### config.mk
export PLATFORM = sky130hd
export DESIGN_NAME = sswr_top
export DESIGN_NICKNAME = d
export VERILOG_FILES = /design/src/sswr_pkg.sv /design/src/sswr_top.sv
export SDC_FILE = /design/constraint.sdc
export NUM_CORES = 1
export LEC_CHECK = 0
export BUFFER_PORTS_ARGS = -buffer_cell sky130_fd_sc_hd__buf_2
export CORE_AREA = 4 4 121 123
export DETAILED_ROUTE_END_ITERATION = 8
export DIE_AREA = 0 0 125 127
export PLACE_DENSITY_LB_ADDON = 0.12
export SLEW_MARGIN = 20
export SYNTH_ARGS = -nofsm -noshare
export SYNTH_HDL_FRONTEND = slang
export SYNTH_SLANG_ARGS = --single-unit
### constraint.sdc
create_clock -name clk_i -period 2.8 [get_ports clk_i]
set_input_delay 0.14 -clock clk_i [delete_from_list [all_inputs] [get_ports clk_i]]
set_output_delay 0.14 -clock clk_i [all_outputs]
set_load 0.02 [all_outputs]
### src/sswr_pkg.sv
/*
 * constants, state codes and pin carrier for the supply supervisor
 * assumes one 50 MHz clock; all times become cycle counts here
 */
package sswr_pkg;

    // ----------------------------------------------------------------
    // clock and times
    // ----------------------------------------------------------------
    localparam int unsigned CLK_HZ       = 50_000_000;
    localparam int unsigned CLK_PER_MS   = CLK_HZ / 1000;
    localparam int unsigned CLK_PER_US   = CLK_HZ / 1_000_000;
    // reset_hold_period: 140 min, 200 typ, 400 max (ms); typ chosen
    localparam int unsigned HOLD_MS      = 200;
    // watchdog_period: 1120 min, 1600 typ, 3200 max (ms); typ chosen
    localparam int unsigned WD_MS        = 1600;
    // manual input filter; rejects ~100 ns, passes 1 us pulses
    localparam int unsigned DEB_NS       = 500;
    localparam int unsigned HOLD_CYC     = HOLD_MS * CLK_PER_MS;
    localparam int unsigned WD_CYC       = WD_MS * CLK_PER_MS;
    localparam int unsigned DEB_CYC      = (DEB_NS * CLK_PER_US + 999) / 1000;
    // pull pattern: low for 7/8 of the period, high for the last 1/8
    localparam int unsigned PULL_DEN     = 8;
    // cycles a pin change takes to reach the filtered level, with margin
    localparam int unsigned SYNC_LAG     = 8;

    // ----------------------------------------------------------------
    // widths and reset values
    // ----------------------------------------------------------------
    localparam int unsigned CNT_W        = 27;
    localparam int unsigned DEB_W        = 5;

    typedef enum logic [2:0] {
        ST_SRC  = 3'h1,
        ST_HOLD = 3'h2,
        ST_RUN  = 3'h4
    } sswr_state_e;

    typedef struct packed {
        logic uv;
        logic mr_n;
        logic stb;
    } sswr_pin_s;

    // undervoltage assumed and manual reset released at reset
    localparam sswr_pin_s PIN_RST        = 3'h6;
    localparam sswr_state_e STATE_RST    = ST_SRC;

endpackage : sswr_pkg

### src/sswr_top.sv
/*
 * supply supervisor: undervoltage, manual reset and watchdog drive
 * both reset outputs, with a held release and open-strobe pulling.
 * assumes the comparator result, manual reset and strobe pins are
 * asynchronous; the strobe pull is weak and any external driver wins.
 */
// Function
// (RULE1) undervoltage asserts reset while it lasts
// (RULE2) power-up reset held after supply recovers
// (RULE3) low manual input asserts reset
// (RULE4) manual input debounced, reset at least hold
// (RULE5) manual hold starts when input released
// (RULE6) manual low reaches reset within 5 us
// (RULE7) short manual glitches ignored, 1 us works
// (RULE8) no strobe edge for period forces reset
// (RULE9) watchdog counts only while reset inactive
// (RULE10) any strobe edge restarts watchdog period
// (RULE11) timeout gives hold reset, then restarts
// (RULE12) open strobe pulled low 7/8, high 1/8
// (RULE13) pull pattern repeats every watchdog period
// (RULE14) open strobe services watchdog internally
// (RULE15) controller keeps strobe low, pulses high
// (RULE16) hold period lies between 140 and 400 ms
// (RULE17) high reset is complement of low reset
`timescale 1ns/10ps
module sswr_top
    import sswr_pkg::*;
#(
    parameter int unsigned HOLD_CYCLES = HOLD_CYC,
    parameter int unsigned WD_CYCLES   = WD_CYC
) (
    input  wire logic clk_i,
    input  wire logic arst_n_i,
    input  wire logic undervolt_i,
    input  wire logic manual_reset_n_i,
    input  wire logic watchdog_strobe_in_i,
    output logic      watchdog_strobe_out_o,
    output logic      watchdog_strobe_oe_o,
    output logic      strobe_open_o,
    output logic      reset_n_o,
    output logic      reset_o
);

    localparam logic [CNT_W-1:0] HOLD_LAST = CNT_W'(HOLD_CYCLES - 1);
    localparam logic [CNT_W-1:0] WD_LAST   = CNT_W'(WD_CYCLES - 1);
    localparam logic [CNT_W-1:0] PULL_HI   = CNT_W'(WD_CYCLES - WD_CYCLES / PULL_DEN);
    localparam logic [DEB_W-1:0] DEB_LAST  = DEB_W'(DEB_CYC - 1);
    localparam logic [CNT_W-1:0] SELF_WIN  = CNT_W'(SYNC_LAG);
    localparam logic [CNT_W-1:0] SELF_HI   = CNT_W'(PULL_HI + SYNC_LAG);

    // ----------------------------------------------------------------
    // pin synchronisers: three stages, a change counts once 2 and 3 agree
    // ----------------------------------------------------------------
    sswr_pin_s s1_r, s2_r, s3_r, lvl_r;
    sswr_pin_s pins, lvl_nxt;
    logic      stb_edge;

    always_comb begin
        pins.uv   = undervolt_i;
        pins.mr_n = manual_reset_n_i;
        pins.stb  = watchdog_strobe_in_i;
        lvl_nxt   = lvl_r;
        if (s2_r.uv == s3_r.uv) begin
            lvl_nxt.uv = s3_r.uv;
        end
        if (s2_r.mr_n == s3_r.mr_n) begin
            lvl_nxt.mr_n = s3_r.mr_n;
        end
        if (s2_r.stb == s3_r.stb) begin
            lvl_nxt.stb = s3_r.stb;
        end
        stb_edge = (lvl_nxt.stb != lvl_r.stb);
    end

    always_ff @(posedge clk_i or negedge arst_n_i) begin
        if (!arst_n_i) begin
            s1_r  <= PIN_RST;
            s2_r  <= PIN_RST;
            s3_r  <= PIN_RST;
            lvl_r <= PIN_RST;
        end else begin
            s1_r  <= pins;
            s2_r  <= s1_r;
            s3_r  <= s2_r;
            lvl_r <= lvl_nxt;
        end
    end

    // ----------------------------------------------------------------
    // manual reset filter
    // ----------------------------------------------------------------
    // a low must stand DEB_CYC cycles: 100 ns glitches die, 1 us passes
    logic             mr_deb_r, mr_deb_nxt;
    logic [DEB_W-1:0] deb_cnt_r, deb_cnt_nxt;

    always_comb begin
        mr_deb_nxt  = mr_deb_r;
        deb_cnt_nxt = '0;
        if (lvl_r.mr_n != mr_deb_r) begin
            if (deb_cnt_r == DEB_LAST) begin
                mr_deb_nxt = lvl_r.mr_n; // RULE4 RULE6 RULE7
            end else begin
                deb_cnt_nxt = deb_cnt_r + DEB_W'(1);
            end
        end
    end

    always_ff @(posedge clk_i or negedge arst_n_i) begin
        if (!arst_n_i) begin
            mr_deb_r  <= 1'b1;
            deb_cnt_r <= '0;
        end else begin
            mr_deb_r  <= mr_deb_nxt;
            deb_cnt_r <= deb_cnt_nxt;
        end
    end

    // ----------------------------------------------------------------
    // reset sequencer and watchdog
    // ----------------------------------------------------------------
    sswr_state_e      state_r, state_nxt;
    logic [CNT_W-1:0] hold_cnt_r, hold_cnt_nxt;
    logic [CNT_W-1:0] wd_cnt_r, wd_cnt_nxt;
    logic             rst_r, rst_nxt;
    logic             src_active;

    always_comb begin
        src_active   = lvl_r.uv || !mr_deb_r; // RULE1 RULE3
        state_nxt    = state_r;
        hold_cnt_nxt = '0;
        wd_cnt_nxt   = '0;
        unique case (state_r)
            ST_SRC: begin
                // hold counts from source release, not from its onset
                if (!src_active) begin
                    state_nxt = ST_HOLD; // RULE2 RULE5
                end
            end
            ST_HOLD: begin
                if (hold_cnt_r == HOLD_LAST) begin
                    state_nxt = ST_RUN; // RULE16
                end else begin
                    hold_cnt_nxt = hold_cnt_r + CNT_W'(1);
                end
            end
            ST_RUN: begin
                if (stb_edge) begin
                    wd_cnt_nxt = '0; // RULE10 RULE14
                end else if (wd_cnt_r == WD_LAST) begin
                    state_nxt = ST_HOLD; // RULE8 RULE11
                end else begin
                    wd_cnt_nxt = wd_cnt_r + CNT_W'(1); // RULE9
                end
            end
        endcase
        if (src_active) begin
            state_nxt    = ST_SRC; // RULE1
            hold_cnt_nxt = '0;
            wd_cnt_nxt   = '0;
        end
        rst_nxt = (state_nxt != ST_RUN);
    end

    always_ff @(posedge clk_i or negedge arst_n_i) begin
        if (!arst_n_i) begin
            state_r    <= STATE_RST;
            hold_cnt_r <= '0;
            wd_cnt_r   <= '0;
            rst_r      <= 1'b1;
        end else begin
            state_r    <= state_nxt;
            hold_cnt_r <= hold_cnt_nxt;
            wd_cnt_r   <= wd_cnt_nxt;
            rst_r      <= rst_nxt;
        end
    end

    assign reset_o   = rst_r;
    assign reset_n_o = !rst_r; // RULE17

    // ----------------------------------------------------------------
    // open-strobe pull pattern and detection
    // ----------------------------------------------------------------
    // the pull's own edges service the watchdog when nobody drives
    logic [CNT_W-1:0] pull_cnt_r, pull_cnt_nxt;
    logic             pull_hi_r, pull_hi_nxt;
    logic             low_seen_r, low_seen_nxt;
    logic             open_r, open_nxt;
    // the pull's own edges return through the synchroniser a few cycles late;
    // only a foreign edge restarts the pattern, so it stays locked to the
    // watchdog period and a pin that is let go is still serviced in time
    logic             pull_self;

    always_comb begin
        pull_self    = (lvl_nxt.stb == pull_hi_r)
                       && ((pull_cnt_r >= PULL_HI && pull_cnt_r < SELF_HI)
                           || pull_cnt_r < SELF_WIN);
        pull_cnt_nxt = '0;
        low_seen_nxt = low_seen_r;
        open_nxt     = open_r;
        if (!rst_r) begin
            if (stb_edge && !pull_self) begin
                pull_cnt_nxt = '0; // RULE12 RULE14
            end else if (pull_cnt_r != WD_LAST) begin
                pull_cnt_nxt = pull_cnt_r + CNT_W'(1); // RULE13
            end
            if (pull_cnt_nxt == PULL_HI) begin
                low_seen_nxt = !lvl_r.stb;
            end
            if (pull_cnt_r == WD_LAST) begin
                open_nxt = low_seen_r && lvl_r.stb;
            end
        end
        pull_hi_nxt = (pull_cnt_nxt >= PULL_HI); // RULE12
    end

    always_ff @(posedge clk_i or negedge arst_n_i) begin
        if (!arst_n_i) begin
            pull_cnt_r <= '0;
            pull_hi_r  <= 1'b0;
            low_seen_r <= 1'b0;
            open_r     <= 1'b0;
        end else begin
            pull_cnt_r <= pull_cnt_nxt;
            pull_hi_r  <= pull_hi_nxt;
            low_seen_r <= low_seen_nxt;
            open_r     <= open_nxt;
        end
    end

    // the pull is weak: enable stays high, an outside driver overrides
    assign watchdog_strobe_out_o = pull_hi_r;
    assign watchdog_strobe_oe_o  = 1'b1;
    assign strobe_open_o         = open_r;
endmodule : sswr_top

-- Yosys cells after proc, flatten, opt, wreduce, memory -nomap -nowiden
Index checks and enable logic that the tools add are counted.
- $add $sub $neg: 4
- multiply operators: 0
- divide/modulo/power cells: 0
- magnitude comparators: 4
- equality and inequality tests: 16
- shifts and indexed selects: 0
- mux-type cells: 19
- bitwise operators: 1
- reduce and logical (&&, ||, !) cells: 13
- operators by type and width (cell ; count):
    two-way mux 27 bit ; 11
    adder 27 x 1 -> 27 bit, second input constant ; 3
    == test 27 bit, second input constant ; 3
    >= comparator 27 bit, second input constant ; 2
    == test 27 x 24 -> 1 bit, second input constant ; 1
    < comparator 27 bit, second input constant ; 1
    < comparator 27 x 4 -> 1 bit, second input constant ; 1
    != test 27 bit, second input constant ; 1
    two-way mux 3 bit ; 4
    two-way mux 5 bit ; 2
    one-hot mux 3 bit (3 select lines) ; 1
    AND reduction 2 bit ; 3
    adder 5 x 1 -> 5 bit, second input constant ; 1
    == test 5 bit, second input constant ; 1
    == test 1 bit ; 4
    logical AND 1 bit ; 4
    logical NOT 1 bit ; 4
    == test 3 x 1 -> 1 bit, second input constant ; 1
    == test 3 x 2 -> 1 bit, second input constant ; 1
    == test 3 bit, second input constant ; 1
    != test 3 bit, second input constant ; 1
    logical OR 1 bit ; 2
    != test 1 bit ; 2
    two-way mux 1 bit ; 1
    NOT 1 bit ; 1
- flip-flop bits (word level): 106
- bits in latches: 0
- bits in writable memories: 0
- ROM bits: 0
- input port bits: 5
- word-level logic and storage cells: 79
- memories: 0

-- Depth between registers and ports, before layout
Gate-level depths: netlist of run 1.
- depth in word-level cells: 10
- depth in mapped cells: 10

-- Worst setup path after synthesis of run 1
Ideal clock, no wire load.
- path type: register -> register
- from: register pull_cnt_r[0]
- to: register low_seen_r
- library setup time: 0.125 ns
- arrival: 2.154 ns
- data required time: 2.675 ns
- path slack: 0.521 ns
- stages on the path, launching flop included: 11
- buffers on the path: 1
- period minus slack after synthesis: 2.279 ns
- path through: dfrtp_1 -> ha_1 -> nand2_1 -> nor3_2 -> and4_1 -> buf_6 -> a311oi_2 -> nor4b_2 -> o2111a_1 -> nand4_1 -> mux2i_1
- word-level cells in the longest chain between the ends: 10
- RTL lines (element ; RTL line ; source):
    start, declared ; sswr_top.sv:185 ; logic [CNT_W-1:0] pull_cnt_r, pull_cnt_nxt;
    start signal, assigned ; sswr_top.sv:224 ; pull_cnt_r <= pull_cnt_nxt;
    >= comparator 27 bit / < comparator 27 bit (equally long branches) ; sswr_top.sv:196 ; && ((pull_cnt_r >= PULL_HI && pull_cnt_r < SELF_HI)
    logical AND 1 bit ; sswr_top.sv:196 ;
    logical OR 1 bit ; sswr_top.sv:197 ; || pull_cnt_r < SELF_WIN);
    logical AND 1 bit ; sswr_top.sv:196 ;
    logical NOT 1 bit ; sswr_top.sv:202 ; if (stb_edge && !pull_self) begin
    logical AND 1 bit ; sswr_top.sv:202 ;
    two-way mux 27 bit * ; sswr_top.sv:202 ;
    two-way mux 27 bit * ; sswr_top.sv:201 ; if (!rst_r) begin
    == test 27 bit * ; sswr_top.sv:207 ; if (pull_cnt_nxt == PULL_HI) begin
    AND reduction 2 bit (no line) * ; n/a ;
    end signal, assigned ; sswr_top.sv:226 ; low_seen_r <= low_seen_nxt;
    end, declared ; sswr_top.sv:187 ; logic low_seen_r, low_seen_nxt;
Every way passes the cells marked *; elsewhere a longest branch is shown, timed or not. The select of a mux whose other input is x is not followed.
A chain may end at the register's enable or synchronous reset.

-- Worst setup path in the final report of run 1
- from: register pull_cnt_r[18]
- to: register pull_hi_r (netlist: watchdog_strobe_out_o)
- word-level cells in the longest chain between the ends: 10
- RTL lines (element ; RTL line ; source):
    >= comparator 27 bit / < comparator 27 bit (equally long branches) ; sswr_top.sv:196 ;
    logical AND 1 bit ; sswr_top.sv:196 ;
    logical OR 1 bit ; sswr_top.sv:197 ;
    logical AND 1 bit ; sswr_top.sv:196 ;
    logical NOT 1 bit ; sswr_top.sv:202 ;
    logical AND 1 bit ; sswr_top.sv:202 ;
    two-way mux 27 bit * ; sswr_top.sv:202 ;
    two-way mux 27 bit * (2 in a row) ; sswr_top.sv:201 ;
    >= comparator 27 bit * ; sswr_top.sv:214 ; pull_hi_nxt = (pull_cnt_nxt >= PULL_HI);
    named net pull_hi_nxt ; sswr_top.sv:186 ; logic pull_hi_r, pull_hi_nxt;
    end signal, assigned ; sswr_top.sv:225 ; pull_hi_r <= pull_hi_nxt;
    end, declared ; sswr_top.sv:186 ;
Mark *: on every way through the listed nets, which the timed path passes. The rest lies on a longest branch. The select of a mux whose other input is x is not followed.

==> results.md, run 1 <==
* Die X at 125 um
* Core area at 13700 um^2
* Placement Cell Area at 5640 um^2
* First-pass detailed-route iteration total at 5
* DR vias/cell at 5.20
* Worst setup path end: watchdog_strobe_out_o
* Leak at 2.34 nW
* Crit path capture type: flip-flop
* Rows at 43
* Seq/Total Area, Yosys at 0.500
* Fin area at 5980 um^2
* Synth top area cells: dfrtp_1, xor2_1, nor2_1, dfstp_2, xnor2_1
* Max Slew Vio Count at 0
* Fraction of registers with async set/reset at 1.00
* Setup Slack @ Placement at 254 ps
* DR WL/cell at 14.4 um
* Final Skew at 10.5 ps
* CTS tree: yes
* Met2 Use GR at 0.219
* CTS sink count at 106
* Slew @ Worst Pin at 776 ps
* Slew HR at 0.478
* Grt met3 use at 0.0426
* Synth area leader: dfrtp_1
* Maximum clock insertion buffer count at 2
* Status: complete, no violations
* Worst Path Max Fanout at 7
* Comb pwr share at 0.024
* Worst R2R Start: pull_cnt_r[18]
* Startpoint Class: flip-flop
* Die ar. at 15900 um^2
* Syn avg cell area at 9.62 um^2
* Layout cell share with drive strength beyond 1 at 0.127
* First-pass GRT wire length at 19100 um
* Worst R2R End: watchdog_strobe_out_o
* Starting DRT DRC Count at 194
* DR DRC count at 0
* Unrepaired setup endpoints after global routing: no
* H-tree depth at 3
* TritonCTS Buffers at 9
* ANT cells at 0
* Req. time, crit path at 3040 ps
* Initial Utilization at 0.390
* Int Pwr at 0.00220 W
* Max-Cap Viols at 0
* Power consumption at 0.00287 W
* Share of the synthesized area in the top cell type at 0.445
* Post-CTS setup buffer count at 0
* Post-Syn Nets at 566
* Fin crit share at 0.925
* Clk network pwr share at 0.431
* Worst Setup SP: pull_cnt_r[18]
* Power Density at 481 nW/um^2
* Io pins at 10
* Final WL at 11000 um
* Register-to-register path setup slack at 210 ps
* Critical path class: flip-flop to flip-flop
* Sw Share at 0.234
* Tmin final at 2590 ps
* GPL Wtd Cong at 0.917
* Most used routing layer in global routing: met2
* Setup ws final at 211 ps
* Largest net degree at the start of global routing at 64
* Switch Pwr at 0.000674 W
* Final antenna-violating net count at 0
* Layout area overhead at 12.1%
* FF+latch count, synth at 106
* Via count at 3958
* Chip height at 127 um
* Initial antenna violation count at 0
* Setup TNS at 0 ps
* Unique masters post-synth at 60
* R2R cell count at 8
* Worst min-delay path class: input port to asynchronous set/reset pin
* Ys Warns at 0
* HPWL after detailed placement at 7610 um
* Most frequent cell after synthesis: nor2_1
* Worst-path clk slew at 80 ps
* Cells after Synth at 555
* M1 GR Usage at 0.207
* Vias in the first global route at 3934
* Synth Cell Area at 5340 um^2
* Final Hold Viols at 0
* Fmax at 386 MHz
* Top FF cell, synth: dfrtp_1
* Root Driver: clkbuf_16
* Total track usage at 0.146
* Max VDD drop at 0.000287 V
* Share of power burned in registers at 0.545
* Latest clock arrival within the worst-skew pair at 360 ps
* Fin nets at 587
* CP arrival at 2830 ps
* Endpoints failing setup at 0
* IO Port Bufs at 8
* Top cells by count, synth: nor2_1, dfrtp_1, xor2_1
* Number of flops mapped to enable cells by yosys at 0
* GR Overflow Total at 0
-- metal layers --
layer	part of all wire	vias to the layer above
met2	0.44	88
met5	0	-
met4	0.024	0
li1	-	1947
met1	0.49	1896
met3	0.046	27
-- worst min-delay path by stage --
stage / cells past startpoint / slack, ps / from / end
5_1_grt: 3 / 360 / arst_n_i / pull_cnt_r[11]
4_1_cts: 3 / 330 / arst_n_i / pull_cnt_r[11]
3_5_place_dp: 2 / 160 / arst_n_i / pull_cnt_r[11]
3_3_place_gp: 2 / 170 / arst_n_i / pull_cnt_r[7]
6_report: 3 / 310 / arst_n_i / pull_cnt_r[11]
2_1_floorplan: 0 / -160 / arst_n_i / deb_cnt_r[0]
-- worst max-delay path: stages, from the launching register on --
cell and delay, ps:
dfrtp_1 480, nand4_1 170, nor4_1 550, nand3_1 320, nor4b_1 330, a211o_1 210
o221a_2 200, o22ai_1 80, o2bb2ai_1 120
-- power groups by stage --
stage          clock (W)  combinational, W  sequential [W]
4_1_cts          0.00129         0.0000728         0.00157
3_3_place_gp           0         0.0000672         0.00160
2_1_floorplan          0         0.0000250         0.00159
5_1_grt          0.00136         0.0000811         0.00157
3_5_place_dp           0         0.0000677         0.00160
6_report         0.00124         0.0000688         0.00157
-- cells by family after synthesis --
family,count (synthesis),share of synthesized area
and+or+nand+nor,287,0.278
DFF,106,0.500
AOI/OAI and AO/OA,44,0.0523
xor gates and xnor gates,69,0.113
adders and majority gates,9,0.0197
muxes,3,0.00586
other,1,0.000703
buffers and inverters,36,0.0309
-- stage by stage --
stage	util	hold WS, ps	cells
finish	0.438	306	761
global route	0.438	359	761
detailed placement	0.413	162	741
floorplan	-	-156	555
global placement	0.413	170	741
CTS	0.437	335	761
-- cell usage in the layout, fill, tap and decap left out, drive strengths merged, types with 6 or more instances in the layout --
master and instances:
nor2 101, ha 6, xnor2 23, nand4 20, buf 25, dfrtp 95, inv 20, and3 13
dfstp 11, nor4 15, xor2 46, or3 9, nand2 45, clkbuf 9, nand3 34, a21oi 16
nor3 14, o21ai 12
-- layout make-up --
| type | count | area, um^2 |
|---|---|---|
| inverters | 17 | 63.8 |
| multi-input cells | 413 | 2510 |
| well taps | 180 | 225 |
| flip-flops and latches | 106 | 2670 |
| clock buffers | 9 | 225 |
| clock inverters | 7 | 63.8 |
| repair buffers | 29 | 223 |
| fillers | 1366 | 7680 |
-- registers in the layout, indices dropped and copies added (netlist names), 3 cells and up --
register,cells
wd_cnt_r,27
pull_cnt_r,27
state_r,3
s1_r,3
hold_cnt_r,27
s3_r,3
deb_cnt_r,5
lvl_r,3
s2_r,3
-- timing repair --
| item | 4_1_cts | 5_1_grt |
|---|---|---|
| endpoints found under the hold margin | 98 | 0 |
| gates resized for setup | 0 | 1 |
| hold buffers | 4 | 0 |
| setup endpoints to repair | 0 | 1 |
Note: power is estimated with default switching activity, not from simulation.
==> run 2: changes to the inputs <==
Settings changed: GPL_TIMING_DRIVEN set to 0.
==> results.md, run 2 (synthesized netlist as in run 1, its figures left out) <==
* Status: complete, no violations
* Worst Path Max Fanout at 9 (+2)
* GR Overflow Total at 0 (unchanged)
* Clk network pwr share at 0.436 (+0.005)
* Fmax at 390 MHz (+0.88%)
* Tmin final at 2570 ps (-22.6 ps)
* Post-Route M1 WL at 5460 um (+1.8%)
* Top sig layer: met4
* First-pass detailed-route iteration total at 4 (-1)
* Share of power burned in registers at 0.540 (-0.005)
* Final antenna-violating net count at 0 (unchanged)
* Largest net degree at the start of global routing at 74 (+16%)
* Io pins at 10 (unchanged)
* CTS sink count at 106 (unchanged)
* Setup TNS at 0 ps (unchanged)
* Worst min-delay path class: input port to asynchronous set/reset pin
* DR DRC count at 0 (unchanged)
* Power consumption at 0.00290 W (+1.1%)
* Root Driver: clkbuf_16
* TritonCTS Buffers at 9 (unchanged)
* Unrepaired setup endpoints after global routing: no
* First-pass GRT wire length at 19100 um (-0.43%)
* Final WL at 11000 um (+0.30%)
* Total track usage at 0.144 (-0.00202)
* CP arrival at 2800 ps (-30 ps)
* Latest clock arrival within the worst-skew pair at 350 ps (about the same)
* Starting DRT DRC Count at 298 (+54%)
* Die ar. at 15900 um^2 (unchanged)
* Chip height at 127 um (unchanged)
* Crit path capture type: flip-flop
* Worst R2R Start: pull_cnt_r[7]
* Die X at 125 um (unchanged)
* Worst Setup SP: pull_cnt_r[7]
* Comb pwr share at 0.024 (about the same)
* Layout cell share with drive strength beyond 1 at 0.134 (+0.00653)
* Max Slew Vio Count at 0 (unchanged)
* Slew HR at 0.583 (+0.105)
* ANT cells at 0 (unchanged)
* Fin crit share at 0.917 (-0.00807)
* Vias in the first global route at 3961 (+0.69%)
* Metal2 WL at 4960 um (+3.0%)
* Met3 WL at 374 um (-27%)
* Initial Utilization at 0.390 (unchanged)
* Critical path class: flip-flop to flip-flop
* Req. time, crit path at 3030 ps (about the same)
* Most common cell after layout, fill and taps aside: nor2_1
* Power Density at 479 nW/um^2 (-0.23%)
* Sw Share at 0.218 (-0.0164)
* Final Skew at 6.24 ps (-4.25 ps)
* Via count at 3991 (+0.83%)
* Layout area overhead at 13.5%
* Switch Pwr at 0.000633 W (-6.0%)
* HPWL after detailed placement at 7700 um (+1.1%)
* Largest regs: hold_cnt_r (27), pull_cnt_r (27), wd_cnt_r (27)
* Max-Cap Viols at 0 (unchanged)
* Worst-path clk slew at 70 ps (about the same)
* Final Hold Viols at 0 (unchanged)
* Endpoints failing setup at 0 (unchanged)
* Leak at 2.40 nW (+2.9%)
* Max VDD drop at 0.000250 V (-13%)
* Int Pwr at 0.00227 W (+3.2%)
* Most frequent cells in the layout: nor2_1, dfrtp_1, xor2_1
* Core area at 13700 um^2 (unchanged)
* H-tree depth at 3 (unchanged)
* Initial antenna violation count at 0 (unchanged)
* DR WL/cell at 14.3 um (-0.87%)
* GPL Wtd Cong at 0.879 (-4.2%)
* IO Port Bufs at 8 (unchanged)
* DR vias/cell at 5.18 (-0.34%)
* Maximum clock insertion buffer count at 2 (unchanged)
* CTS tree: yes
* Startpoint Class: flip-flop
* Slew @ Worst Pin at 619 ps (-157 ps)
* Fin nets at 596 (+1.5%)
* Rows at 43 (unchanged)
-- run 2: cell types whose count changed in the layout (fill, tap and decap cells not counted), sizes merged --
cell,before,now
bufinv,0,1
buf,25,24
clkinvlp,0,1
clkbuf,9,19
clkinv,4,5
inv,20,17
-- run 2: metrics by stage --
| stage | hold slack (ps) | cells | setup WS [ps] | utilization | area, um^2 |
|---|---|---|---|---|---|
| 6_report | 247 | 770 | 233 | 0.443 | 6060 |
| 5_1_grt | 291 | 770 | 29.4 | 0.443 | 6060 |
| 4_1_cts | 252 | 764 | 12.6 | 0.438 | 5980 |
| 3_5_place_dp | 51.2 | 744 | -6.70 | 0.412 | 5640 |
| 3_3_place_gp | 248 | 743 | -62.1 | 0.410 | 5600 |
| 2_1_floorplan | -156 | 555 | 521 | - | 5340 |
-- run 2: repair_timing --
action | 4_1_cts | 5_1_grt
pin swaps | 0 | 1
hold endpoints to repair | 36 | 0
gates cloned | 0 | 0
hold buffers | 4 | 0
gates resized for setup | 2 | 13
setup buffers | 0 | 6
setup endpoints to repair | 3 | 51
-- run 2: path summary, 6_finish.rpt --
check	to	slack, ps	cells after the start
worst max-delay path	low_seen_r	230	9
worst min-delay path	pull_cnt_r[11]	250	2
worst max register to register	low_seen_r	230	9
worst min register to register	s2_r[1]	360	0
max in group asynchronous	s1_r[2]	1850	3
min in group clk_i	s2_r[1]	360	0
-- run 2: critical path, cell delays in order (launching register included) --
cell and delay (ps):
dfrtp_1 480, nand3_2 300, nor4_4 340, buf_4 190
nand4_1 150, xor2_2 250, nor4b_2 230, o2111a_1 240
nand4_1 120, mux2i_1 140
-- run 2: power by group through the flow --
stage               logic [W]  clock network, W  registers (W)
floorplan           0.0000250                 0        0.00159
global placement    0.0000631                 0        0.00160
detailed placement  0.0000699                 0        0.00160
CTS                 0.0000745           0.00131        0.00157
global route        0.0000839           0.00137        0.00157
finish              0.0000710           0.00127        0.00157
-- run 2: cell type report --
type / count / area [um^2]
inverters: 17 / 63.8
fillers: 1344 / 7610
well taps: 180 / 225
clock buffers: 9 / 225
multi-input cells: 413 / 2540
plain buffers: 19 / 108
flip-flops and latches: 106 / 2670
repair buffers: 19 / 159
clock inverters: 7 / 70.1
-- run 2: per-layer routing --
layer  track usage  vias to the layer above
met4        0.0599                        0
met2         0.224                       59
met3        0.0213                       14
met5             0                        -
met1         0.205                     1952
li1              -                     1966
==> run 3: changes to the inputs <==
Clock period 2.8 ns to 3.1 ns, I/O delays scaled along.
==> results.md, run 3 (synthesized netlist as in run 1, its figures left out) <==
* Status: complete, no violations
* Setup ws final at 263 ps (+29.6 ps)
* Slowest-stage cell, CP: nor4_2
* Largest regs: hold_cnt_r (27), pull_cnt_r (27), wd_cnt_r (27)
* DR vias/cell at 5.21 (+0.53%)
* Setup Slack @ Placement at 293 ps (+300 ps)
* Setup TNS at 0 ps (unchanged)
* PostCTS Resize Cnt at 0 (-2)
* Register-to-register path setup slack at 260 ps (+30 ps)
* Core area at 13700 um^2 (unchanged)
* H-tree depth at 3 (unchanged)
* Maximum clock insertion buffer count at 2 (unchanged)
* Most frequent cells in the layout: nor2_1, dfrtp_1, xor2_1
* Largest net degree at the start of global routing at 74 (unchanged)
* Slew HR at 0.558 (-0.0254)
* Max Slew Vio Count at 0 (unchanged)
* Slew @ Worst Pin at 657 ps (+38.4 ps)
* Worst path most repeated cell: nand4_1
* Critical path class: flip-flop to flip-flop
* First-pass detailed-route iteration total at 5 (+1)
* Final Hold Viols at 0 (unchanged)
* Leak at 2.31 nW (-3.9%)
* ANT cells at 0 (unchanged)
* Rows at 43 (unchanged)
* GR Overflow Total at 0 (unchanged)
* Worst-path clk slew at 70 ps (about the same)
* Final Skew at 6.85 ps (+0.611 ps)
* Starting DRT DRC Count at 243 (-18%)
* CTS sink count at 106 (unchanged)
* Post-CTS setup buffer count at 0 (unchanged)
* Final antenna-violating net count at 0 (unchanged)
* Initial antenna violation count at 0 (unchanged)
* Startpoint Class: flip-flop
* Req. time, crit path at 3330 ps (+300 ps)
* Fmax at 352 MHz (-9.5%)
* Worst R2R Start: pull_cnt_r[7]
* GPL Wtd Cong at 0.879 (unchanged)
* Layout area overhead at 11.9%
* Max-Cap Viols at 0 (unchanged)
* Io pins at 10 (unchanged)
* IO Port Bufs at 8 (unchanged)
* Tmin final at 2840 ps (+270 ps)
* Vias in the first global route at 3955 (-0.15%)
* Unrepaired setup endpoints after global routing: no
* Power Density at 439 nW/um^2 (-8.4%)
* R2R cell count at 8 (-1)
* Via count at 3981 (-0.25%)
* Total track usage at 0.144 (-0.000358)
* Worst Path Max Fanout at 9 (unchanged)
* Die ar. at 15900 um^2 (unchanged)
* Chip height at 127 um (unchanged)
* CP arrival at 3070 ps (+270 ps)
* Max stage delay on crit path at 660 ps (+180 ps)
* Most common cell after layout, fill and taps aside: nor2_1
* Initial Utilization at 0.390 (unchanged)
* Endpoints failing setup at 0 (unchanged)
* Worst min-delay path class: input port to asynchronous set/reset pin
* Max VDD drop at 0.000223 V (-11%)
* Die X at 125 um (unchanged)
* Critical path cell sequence: nand3_2 -> nor4_2 -> nand4_1 -> xor2_1 -> nor4b_2 -> o2111a_1 -> nand4_1 -> mux2i_1
* HPWL after detailed placement at 7700 um (unchanged)
* First-pass GRT wire length at 19000 um (-0.14%)
* Root Driver: clkbuf_16
* Final WL at 10900 um (-0.79%)
* Fin crit share at 0.915 (-0.00147)
* DR DRC count at 0 (unchanged)
* Hold_ws at 266 ps (+18.7 ps)
* Worst R2R End: low_seen_r
* DR WL/cell at 14.3 um (about the same)
* Crit path capture type: flip-flop
* TritonCTS Buffers at 9 (unchanged)
* Layout cell share with drive strength beyond 1 at 0.113 (-0.0209)
* Latest clock arrival within the worst-skew pair at 340 ps (about the same)
* Fin nets at 590 (-1.0%)
* CTS tree: yes
[run 3: repair_timing]
item | 4_1_cts | 5_1_grt
endpoints found under the setup margin | 0 | 0
hold endpoints to repair | 36 | 0
hold buffers | 4 | 0
[run 3: routing by layer]
metal  global-route usage  part of all wire  up-vias
li1                     -                 -     1951
met1                0.205              0.50     1943
met2                0.223              0.45       70
met3               0.0213             0.034       17
met4               0.0587             0.018        0
met5                    0                 0        -
[run 3: how the worst max path moves through the flow]
stage / from / end / slack [ps] / cells past startpoint
detailed placement: pull_cnt_r[7] / low_seen_r / 290 / 8
global placement: pull_cnt_r[7] / low_seen_r / 240 / 8
CTS: pull_cnt_r[7] / low_seen_r / 260 / 8
floorplan: pull_cnt_r[0] / low_seen_r / 820 / 10
finish: pull_cnt_r[7] / low_seen_r / 260 / 8
global route: pull_cnt_r[7] / low_seen_r / 30 / 8
[run 3: cell type report]
type	instances	area, um^2
plain buffers	19	101
repair buffers	13	114
fillers	1342	7690
clock buffers	9	225
flip-flops and latches	106	2670
well taps	180	225
clock inverters	7	70.1
inverters	17	63.8
multi-input cells	413	2500
[run 3: power by group]
| part | total [W] | internal [W] | switching (W) |
|---|---|---|---|
| clock network | 0.00114 | 0.000625 | 0.000517 |
| registers | 0.00142 | 0.00140 | 0.0000122 |
| logic | 0.0000641 | 0.0000232 | 0.0000409 |
[run 3: stage by stage]
step,std cells,cell area [um^2],util,power [W]
3_3_place_gp,743,5600,0.410,0.00150
5_1_grt,764,5970,0.437,0.00273
4_1_cts,764,5970,0.437,0.00267
3_5_place_dp,744,5640,0.412,0.00151
2_1_floorplan,555,5340,-,0.00146
6_report,764,5970,0.437,0.00262
[run 3: critical path: cells and delay by family, from the launching register on]
family | cells | cell delay (ps)
simple gates | 5 | 1500
compound gates | 1 | 230
flops | 1 | 490
mux | 1 | 140
xor+xnor | 1 | 350
